$ cat src/common/asc_pkg.sv
// Constants and types shared by the sequence step controller and its FIFOs
`default_nettype none
package asc_pkg;
  localparam int NSEQ   = 4;
  localparam int NSLOT  = 17;
  localparam int CFG_W  = 12;
  localparam int DATA_W = 12;
  localparam int FIFO_DEPTH = 16;
  // Step configuration word layout
  localparam int F_CHAN_LSB = 0;
  localparam int F_CHAN_MSB = 3;
  localparam int F_DIFF     = 4;
  localparam int F_TS       = 5;
  localparam int F_IRQ      = 6;
  localparam int F_LAST     = 7;
  localparam int F_CMP_EN   = 8;
  localparam int F_CMP_LSB  = 9;
  localparam int F_CMP_MSB  = 11;
  localparam logic [CFG_W-1:0] CFG_RESET = 12'h000;
  localparam logic [DATA_W-1:0] DATA_RESET = 12'h000;
  // First slot and highest step index of each sequence
  localparam logic [4:0] SEQ_BASE [NSEQ] = '{5'h00, 5'h08, 5'h0c, 5'h10};
  localparam logic [2:0] SEQ_LAST [NSEQ] = '{3'h7, 3'h3, 3'h3, 3'h0};
  typedef logic [1:0]        asc_seq_t;
  typedef logic [2:0]        asc_step_t;
  typedef logic [CFG_W-1:0]  asc_cfg_t;
  typedef logic [DATA_W-1:0] asc_data_t;
  typedef enum logic [1:0] {ST_IDLE, ST_CONV, ST_STORE} asc_state_t;
endpackage : asc_pkg
`default_nettype wire

$ cat src/common/asc_fifo_if.sv
// Valid/ready carrier between the controller and one result FIFO
`default_nettype none
interface asc_fifo_if #(parameter int W = 12);
  logic         wr_valid;
  logic         wr_ready;
  logic [W-1:0] wr_data;
  logic         rd_valid;
  logic         rd_ready;
  logic [W-1:0] rd_data;
  modport fifo (input wr_valid, wr_data, rd_ready, output wr_ready, rd_valid, rd_data);
  modport ctrl (output wr_valid, wr_data, rd_ready, input wr_ready, rd_valid, rd_data);
endinterface : asc_fifo_if
`default_nettype wire

$ cat src/hw/asc_fifo.sv
// Synchronous result FIFO with valid/ready on both sides
`default_nettype none
module asc_fifo #(
  parameter int W     = 12,
  parameter int DEPTH = 16
) (
  input wire logic ref_clk,
  input wire logic rst_n,
  asc_fifo_if.fifo q
);
  import asc_pkg::*;
  localparam int AW = $clog2(DEPTH);
  logic [W-1:0] mem_r [DEPTH];
  logic [AW:0]  wp_r;
  logic [AW:0]  rp_r;
  logic         full;
  logic         empty;

  assign empty      = (wp_r == rp_r);
  assign full       = (wp_r[AW] != rp_r[AW]) && (wp_r[AW-1:0] == rp_r[AW-1:0]);
  assign q.wr_ready = !full;
  assign q.rd_valid = !empty;
  assign q.rd_data  = mem_r[rp_r[AW-1:0]];

  always_ff @(posedge ref_clk) begin
    if (!rst_n) begin
      wp_r <= '0;
    end else if (q.wr_valid && !full) begin
      wp_r <= wp_r + 1'b1;
    end
  end

  // Pointer only moves on a real pop, so reading empty leaves state alone
  always_ff @(posedge ref_clk) begin
    if (!rst_n) begin
      rp_r <= '0;
    end else if (q.rd_ready && !empty) begin
      rp_r <= rp_r + 1'b1;
    end
  end

  always_ff @(posedge ref_clk) begin
    if (q.wr_valid && !full) begin
      mem_r[wp_r[AW-1:0]] <= q.wr_data;
    end
  end
endmodule : asc_fifo
`default_nettype wire

$ cat src/hw/asc_step_ctrl.sv
// Sample sequencer step control: step storage, execution, result FIFOs, flags
`default_nettype none
module asc_step_ctrl (
  input  wire logic           ref_clk,
  input  wire logic           rst_n,
  input  wire logic           cfg_wr,
  input  wire asc_pkg::asc_seq_t  sequence_index,
  input  wire asc_pkg::asc_step_t step_index,
  input  wire asc_pkg::asc_cfg_t  step_config_word,
  input  wire logic [3:0]     seq_en,
  input  wire logic [3:0]     seq_trig,
  output logic                conv_req_r,
  output logic [3:0]          conv_chan_r,
  output logic                conv_diff_r,
  output logic                conv_temp_r,
  input  wire logic           conv_done,
  input  wire asc_pkg::asc_data_t conv_data,
  output logic                cmp_valid_r,
  output logic [2:0]          cmp_sel_r,
  output asc_pkg::asc_data_t  cmp_data_r,
  output logic [3:0]          seq_irq_r,
  output logic [3:0]          seq_busy_r,
  input  wire logic           rd_req,
  input  wire asc_pkg::asc_seq_t  rd_seq,
  output logic                rd_valid_r,
  output asc_pkg::asc_data_t  rd_data_r,
  output logic [3:0]          uflow_r,
  input  wire logic [3:0]     uflow_clr,
  output logic [3:0]          ovf_r,
  input  wire logic [3:0]     ovf_clr
);
  import asc_pkg::*;

  asc_cfg_t   cfg_mem_r [NSLOT];
  asc_state_t state_r;
  asc_seq_t   cur_seq_r;
  asc_step_t  step_r;
  asc_data_t  smp_r;
  logic [3:0] pend_r;
  logic [3:0] fifo_wr_ready;
  logic [3:0] fifo_not_empty;
  asc_data_t  fifo_rd_data [NSEQ];
  asc_cfg_t   cur_cfg;
  asc_cfg_t   nxt_cfg;
  logic       pick_any;
  asc_seq_t   pick_seq;
  logic       step_ok;
  logic       step_end;
  logic       rd_empty;

  // Configuration writes outside a sequence's step range are dropped
  always_ff @(posedge ref_clk) begin
    if (!rst_n) begin
      for (int k = 0; k < NSLOT; k++) begin
        cfg_mem_r[k] <= CFG_RESET;
      end
    end else if (cfg_wr && step_index <= SEQ_LAST[sequence_index]) begin
      cfg_mem_r[5'(SEQ_BASE[sequence_index] + 5'(step_index))] <= step_config_word;
    end
  end

  // Lowest pending sequence wins; this fixed priority is the only arbitration
  always_comb begin
    pick_any = 1'b0;
    pick_seq = 2'h0;
    for (int k = NSEQ - 1; k >= 0; k--) begin
      if (pend_r[k]) begin
        pick_any = 1'b1;
        pick_seq = 2'(k);
      end
    end
  end

  assign cur_cfg  = cfg_mem_r[5'(SEQ_BASE[cur_seq_r] + 5'(step_r))];
  assign nxt_cfg  = cfg_mem_r[5'(SEQ_BASE[cur_seq_r] + 5'(step_r) + 5'h1)];
  assign step_ok  = cur_cfg[F_CMP_EN] || fifo_wr_ready[cur_seq_r];
  assign step_end = cur_cfg[F_LAST] || (step_r == SEQ_LAST[cur_seq_r]);

  // Trigger capture; a new trigger beats the clear of the one being started
  always_ff @(posedge ref_clk) begin
    if (!rst_n) begin
      pend_r <= 4'h0;
    end else begin
      for (int k = 0; k < NSEQ; k++) begin
        if (seq_trig[k] && seq_en[k]) begin
          pend_r[k] <= 1'b1;
        end else if (state_r == ST_IDLE && pick_any && pick_seq == 2'(k)) begin
          pend_r[k] <= 1'b0;
        end
      end
    end
  end

  always_ff @(posedge ref_clk) begin
    if (!rst_n) begin
      state_r   <= ST_IDLE;
      cur_seq_r <= 2'h0;
      step_r    <= 3'h0;
    end else begin
      unique case (state_r)
        ST_IDLE: begin
          if (pick_any) begin
            cur_seq_r <= pick_seq;
            step_r    <= 3'h0;
            state_r   <= ST_CONV;
          end
        end
        ST_CONV: begin
          if (conv_done) begin
            state_r <= ST_STORE;
          end
        end
        ST_STORE: begin
          // A full FIFO stalls the sequence here until software drains it
          if (step_ok) begin
            if (step_end) begin
              state_r <= ST_IDLE;
            end else begin
              step_r  <= step_r + 3'h1;
              state_r <= ST_CONV;
            end
          end
        end
      endcase
    end
  end

  // Converter request carries the step's settings, loaded as the step starts
  always_ff @(posedge ref_clk) begin
    if (!rst_n) begin
      conv_req_r  <= 1'b0;
      conv_chan_r <= 4'h0;
      conv_diff_r <= 1'b0;
      conv_temp_r <= 1'b0;
    end else if (state_r == ST_IDLE && pick_any) begin
      conv_req_r  <= 1'b1;
      conv_chan_r <= cfg_mem_r[SEQ_BASE[pick_seq]][F_CHAN_MSB:F_CHAN_LSB];
      conv_diff_r <= cfg_mem_r[SEQ_BASE[pick_seq]][F_DIFF];
      conv_temp_r <= cfg_mem_r[SEQ_BASE[pick_seq]][F_TS];
    end else if (state_r == ST_STORE && step_ok && !step_end) begin
      conv_req_r  <= 1'b1;
      conv_chan_r <= nxt_cfg[F_CHAN_MSB:F_CHAN_LSB];
      conv_diff_r <= nxt_cfg[F_DIFF];
      conv_temp_r <= nxt_cfg[F_TS];
    end else if (state_r == ST_CONV && conv_done) begin
      conv_req_r  <= 1'b0;
    end
  end

  always_ff @(posedge ref_clk) begin
    if (!rst_n) begin
      smp_r <= DATA_RESET;
    end else if (state_r == ST_CONV && conv_done) begin
      smp_r <= conv_data;
    end
  end

  always_ff @(posedge ref_clk) begin
    if (!rst_n) begin
      cmp_valid_r <= 1'b0;
      cmp_sel_r   <= 3'h0;
      cmp_data_r  <= DATA_RESET;
    end else begin
      cmp_valid_r <= (state_r == ST_STORE) && cur_cfg[F_CMP_EN];
      if (state_r == ST_STORE && cur_cfg[F_CMP_EN]) begin
        cmp_sel_r  <= cur_cfg[F_CMP_MSB:F_CMP_LSB];
        cmp_data_r <= smp_r;
      end
    end
  end

  always_ff @(posedge ref_clk) begin
    if (!rst_n) begin
      seq_irq_r  <= 4'h0;
      seq_busy_r <= 4'h0;
    end else begin
      for (int k = 0; k < NSEQ; k++) begin
        seq_irq_r[k]  <= (state_r == ST_STORE) && step_ok && cur_cfg[F_IRQ]
                         && cur_seq_r == 2'(k);
        // Busy rises with the first request so it never lags a running conversion
        seq_busy_r[k] <= ((state_r == ST_IDLE) && pick_any && pick_seq == 2'(k))
                         || ((state_r != ST_IDLE) && cur_seq_r == 2'(k));
      end
    end
  end

  genvar g;
  generate
    for (g = 0; g < NSEQ; g++) begin : g_seq
      asc_fifo_if #(.W(DATA_W)) fq ();
      assign fq.wr_valid = (state_r == ST_STORE) && !cur_cfg[F_CMP_EN]
                           && cur_seq_r == 2'(g);
      assign fq.wr_data  = smp_r;
      assign fq.rd_ready = rd_req && rd_seq == 2'(g);
      assign fifo_wr_ready[g]  = fq.wr_ready;
      assign fifo_not_empty[g] = fq.rd_valid;
      assign fifo_rd_data[g]   = fq.rd_data;
      asc_fifo #(.W(DATA_W), .DEPTH(FIFO_DEPTH)) u_fifo (
        .ref_clk (ref_clk),
        .rst_n   (rst_n),
        .q       (fq)
      );
    end
  endgenerate

  assign rd_empty = !fifo_not_empty[rd_seq];

  // Empty reads keep the previous data word on the output
  always_ff @(posedge ref_clk) begin
    if (!rst_n) begin
      rd_valid_r <= 1'b0;
      rd_data_r  <= DATA_RESET;
    end else begin
      rd_valid_r <= rd_req && !rd_empty;
      if (rd_req && !rd_empty) begin
        rd_data_r <= fifo_rd_data[rd_seq];
      end
    end
  end

  // Sticky flags: a new event in the clearing cycle keeps the flag set
  always_ff @(posedge ref_clk) begin
    if (!rst_n) begin
      uflow_r <= 4'h0;
    end else begin
      for (int k = 0; k < NSEQ; k++) begin
        if (rd_req && rd_empty && rd_seq == 2'(k)) begin
          uflow_r[k] <= 1'b1;
        end else if (uflow_clr[k]) begin
          uflow_r[k] <= 1'b0;
        end
      end
    end
  end

  always_ff @(posedge ref_clk) begin
    if (!rst_n) begin
      ovf_r <= 4'h0;
    end else begin
      for (int k = 0; k < NSEQ; k++) begin
        if (seq_trig[k] && seq_en[k] && fifo_not_empty[k]) begin
          ovf_r[k] <= 1'b1;
        end else if (ovf_clr[k]) begin
          ovf_r[k] <= 1'b0;
        end
      end
    end
  end
endmodule : asc_step_ctrl
`default_nettype wire

$ cat config.mk
export PLATFORM = sky130hd
export DESIGN_NAME = asc_step_ctrl
export DESIGN_NICKNAME = d
export VERILOG_FILES = /design/src/common/asc_pkg.sv /design/src/common/asc_fifo_if.sv /design/src/hw/asc_fifo.sv /design/src/hw/asc_step_ctrl.sv
export SDC_FILE = /design/constraint.sdc
export NUM_CORES = 1
export LEC_CHECK = 0
export BUFFER_PORTS_ARGS = -buffer_cell sky130_fd_sc_hd__buf_2
export CAP_MARGIN = 20
export CORE_MARGIN = 2
export CORE_UTILIZATION = 60
export DETAILED_ROUTE_END_ITERATION = 12
export PLACE_DENSITY = 0.77
export SLEW_MARGIN = 10
export SYNTH_ARGS = -nofsm -noshare
export SYNTH_HDL_FRONTEND = slang
export SYNTH_SLANG_ARGS = --single-unit
$ cat constraint.sdc
create_clock -name ref_clk -period 3.9 [get_ports ref_clk]
set_input_delay 0.78 -clock ref_clk [delete_from_list [all_inputs] [get_ports ref_clk]]
set_output_delay 0.78 -clock ref_clk [all_outputs]
set_load 0.02 [all_outputs]
==> results_dict.tcl <==
set metrics [dict create \
    drive_gt1_share_pct 28.1 \
    cp_max_fo 18 \
    cp-startpoint "cur_seq_r[1]" \
    synth_nets 2798 \
    drt_iter0_drc 3307 \
    fp.dieH_um 299 \
    syn2layout_area_growth_pct 13.2 \
    hold_viol 0 \
    antenna_found_initial 8 \
    setup.worst_path.start_class "flip-flop" \
    nFillCells 5230 \
    grt_pass1_vias 27640 \
    seq_power_share_pct 53.1 \
    p_sw_w 0.00610 \
    clk_pin_slew_ps 60 \
    cts.sinks 1283 \
    power_switching_share_pct 21.2 \
    cts-buffers-inserted 131 \
    synth_edf_count 1152 \
    ant_nets 0 \
    arrival_ps 4230 \
    multiInputGateArea_um2 14100 \
    cts_tree "yes" \
    synth_ff_type "edfxtp_1" \
    grt_pass1_wl_um 187000 \
    maxCapViolCount 0 \
    viasPerCell 6.45 \
    tightestPinTransition_ps 1120 \
    dieArea_um2 89200 \
    worstHoldPathType "in -> reg" \
    dpl_cell_area_um2 54800 \
    post-route-period-util_pct 93.5 \
    end_kind "flip-flop" \
    power_density_nw_per_um2 488 \
    hold_buffers 0 \
    leakage_nw 20.0 \
    ys_ff_latch 1283 \
    clock_latency_ps 730 \
    wl_per_cell_um 30.0 \
    peakVddDrop_mv 0.442 \
    overflow 0 \
    r2r_start "cur_seq_r[1]" \
    gp_congestion 0.896 \
    path_class "reg -> reg" \
    drv_slew 0 \
    regArea_um2 37300 \
    ys_seq_area_share_pct 71.4 \
    cp_data_required_time_ps 4490 \
    setup-tns-final_ps 0 \
    finClkSkew_ps 44.5 \
    cts-root-buf "clkbuf_16" \
    synth_area_um2 52100 \
    firstDrtPassIters 6 \
    core_area_um2 86300 \
    yosys_warnings 0 \
    synthCells 2716 \
    setup_viol 0 \
    relSlewSlack_pct 25.5 \
    fin_area_um2 59000 \
    track_usage_pct 29.0 \
    pin_count 104 \
    layout_common_cells "edfxtp_1 (1,152), mux4_2 (367), and2_1 (267), buf_4 (160), clkbuf_16 (135)" \
    status "finished clean" \
    nets 3046 \
    clock_power_share_pct 42.8 \
    num_rows 108 \
    drc_errors 0 \
    drt_wl_total_um 127000 \
    portBuffers 103 \
    async_flop_share_pct 0 \
    num_vias 27225 \
    clk_path_buf_depth 3 \
    ys_types 64 \
    hp-start "conv_data[4]" \
    post-dp-hpwl_um 79600 \
    post_cts_buffers 0 \
    final_common_cell "edfxtp_1" \
    rsz0062_at_grt "no" \
    synth.avg_cell_area_um2 19.2 \
    fin_crit_ps 3650 \
    intPower_w 0.0227 \
    ctsResizeCount 0 \
    die_w_um 299 \
    start_util_pct 60.3 \
    clock.fmax_mhz 274 \
    grt_max_degree 145 \
    p_comb_share_pct 4.1 \
    cts_max_level 4 \
]
## final timing paths
| check | slack, ps | end | cells after the start |
|---|---|---|---|
| max | 250 | cmp_data_r[3] | 10 |
| max reg2reg | 250 | cmp_data_r[3] | 10 |
| min | 310 | g_seq[0].fq.wr_data[4] | 3 |
| min reg2reg | 470 | conv_temp_r | 2 |
## flip-flops by register name, indices dropped and copies added (netlist names), 4 cells and up, named ones only
signal              count
ovf_r                   4
uflow_r                 4
g_seq.u_fifo.wp_r      20
seq_busy_r              4
rd_data_r              12
g_seq.fq.wr_data       12
g_seq.u_fifo.mem_r    768
pend_r                  4
cfg_mem_r             384
seq_irq_r               4
cmp_data_r             12
g_seq.u_fifo.rp_r      20
conv_chan_r             4
## cell type report
| class | instances | share of cell area [%] |
|---|---|---|
| Inverter | 25 | 0.159 |
| Multi-Input combinational cell | 1253 | 24.0 |
| Antenna cell | 2 | 0.00848 |
| Clock inverter | 59 | 1.09 |
| Timing Repair Buffer | 270 | 3.17 |
| Tap cell | 1155 | 2.45 |
| Sequential cell | 1283 | 63.1 |
| Clock buffer | 175 | 6.01 |
## worst max-delay path: stages (launching register included)
cell and delay, ps:
dfxtp_1 310, nor2b_1 140, ha_1 470, buf_4 200, nor2b_1 90, a22o_1 230, or4_1 540, nand4_4 270
and2_1 900, mux2i_1 280, nor2b_1 70
## logic make-up after synthesis
kind of cell,after synthesis,synth area share [%]
simple gates,615,6.67
buf+inv,180,1.46
xor+xnor,56,0.992
flops,1283,71.4
mux,423,17.0
compound gates,129,1.78
fa+ha+maj,30,0.720
## through the flow
step	total power (W)	worst slack (ps)	utilization, %	cells	hold WS [ps]
2_1_floorplan	0.0162	558	-	2716	470
3_3_place_gp	0.0167	463	63.5	3986	452
3_5_place_dp	0.0167	348	63.5	3986	451
4_1_cts	0.0289	300	68.3	4220	272
5_1_grt	0.0295	91.2	68.3	4220	284
6_report	0.0288	254	68.3	4222	315
## cell usage after synthesis (all sizes together), types with 6 or more instances
cell	count	area, um^2
nand4	19	134
nor2b	39	244
edfxtp	1152	34600
nand4b	7	61.3
mux4	367	8270
a31oi	6	37.5
inv	25	93.8
nand2	108	405
xnor2	39	349
buf	48	264
nor4	10	62.6
and2	267	1670
ha	30	375
xor2	17	168
nand2b	10	62.6
clkbuf	107	402
mux2i	51	510
dfxtp	131	2620
o2bb2ai	13	120
a21boi	21	158
o211ai	10	75.1
nor2	58	218
o21ai	40	215
and3	54	338
nor3	10	60.1
a22oi	9	67.6
nand3	15	75.1
## power groups by stage
stage               clock (W)  sequential [W]  combinational, W
global route           0.0130          0.0153           0.00125
detailed placement          0          0.0156           0.00117
finish                 0.0123          0.0153           0.00119
global placement            0          0.0156           0.00114
floorplan                   0          0.0156          0.000609
CTS                    0.0124          0.0153           0.00118
## layer usage
layer / global-route usage [%] / vias to the layer above / part of all wire (%)
met2: 46.9 / 1469 / 50
met4: 8.86 / 10 / 2.8
li1: - / 11371 / -
met1: 39.5 / 14163 / 37
met3: 7.23 / 212 / 10
met5: 0 / - / 0.045
No activity file was read; power rests on OpenSTA's default activity.
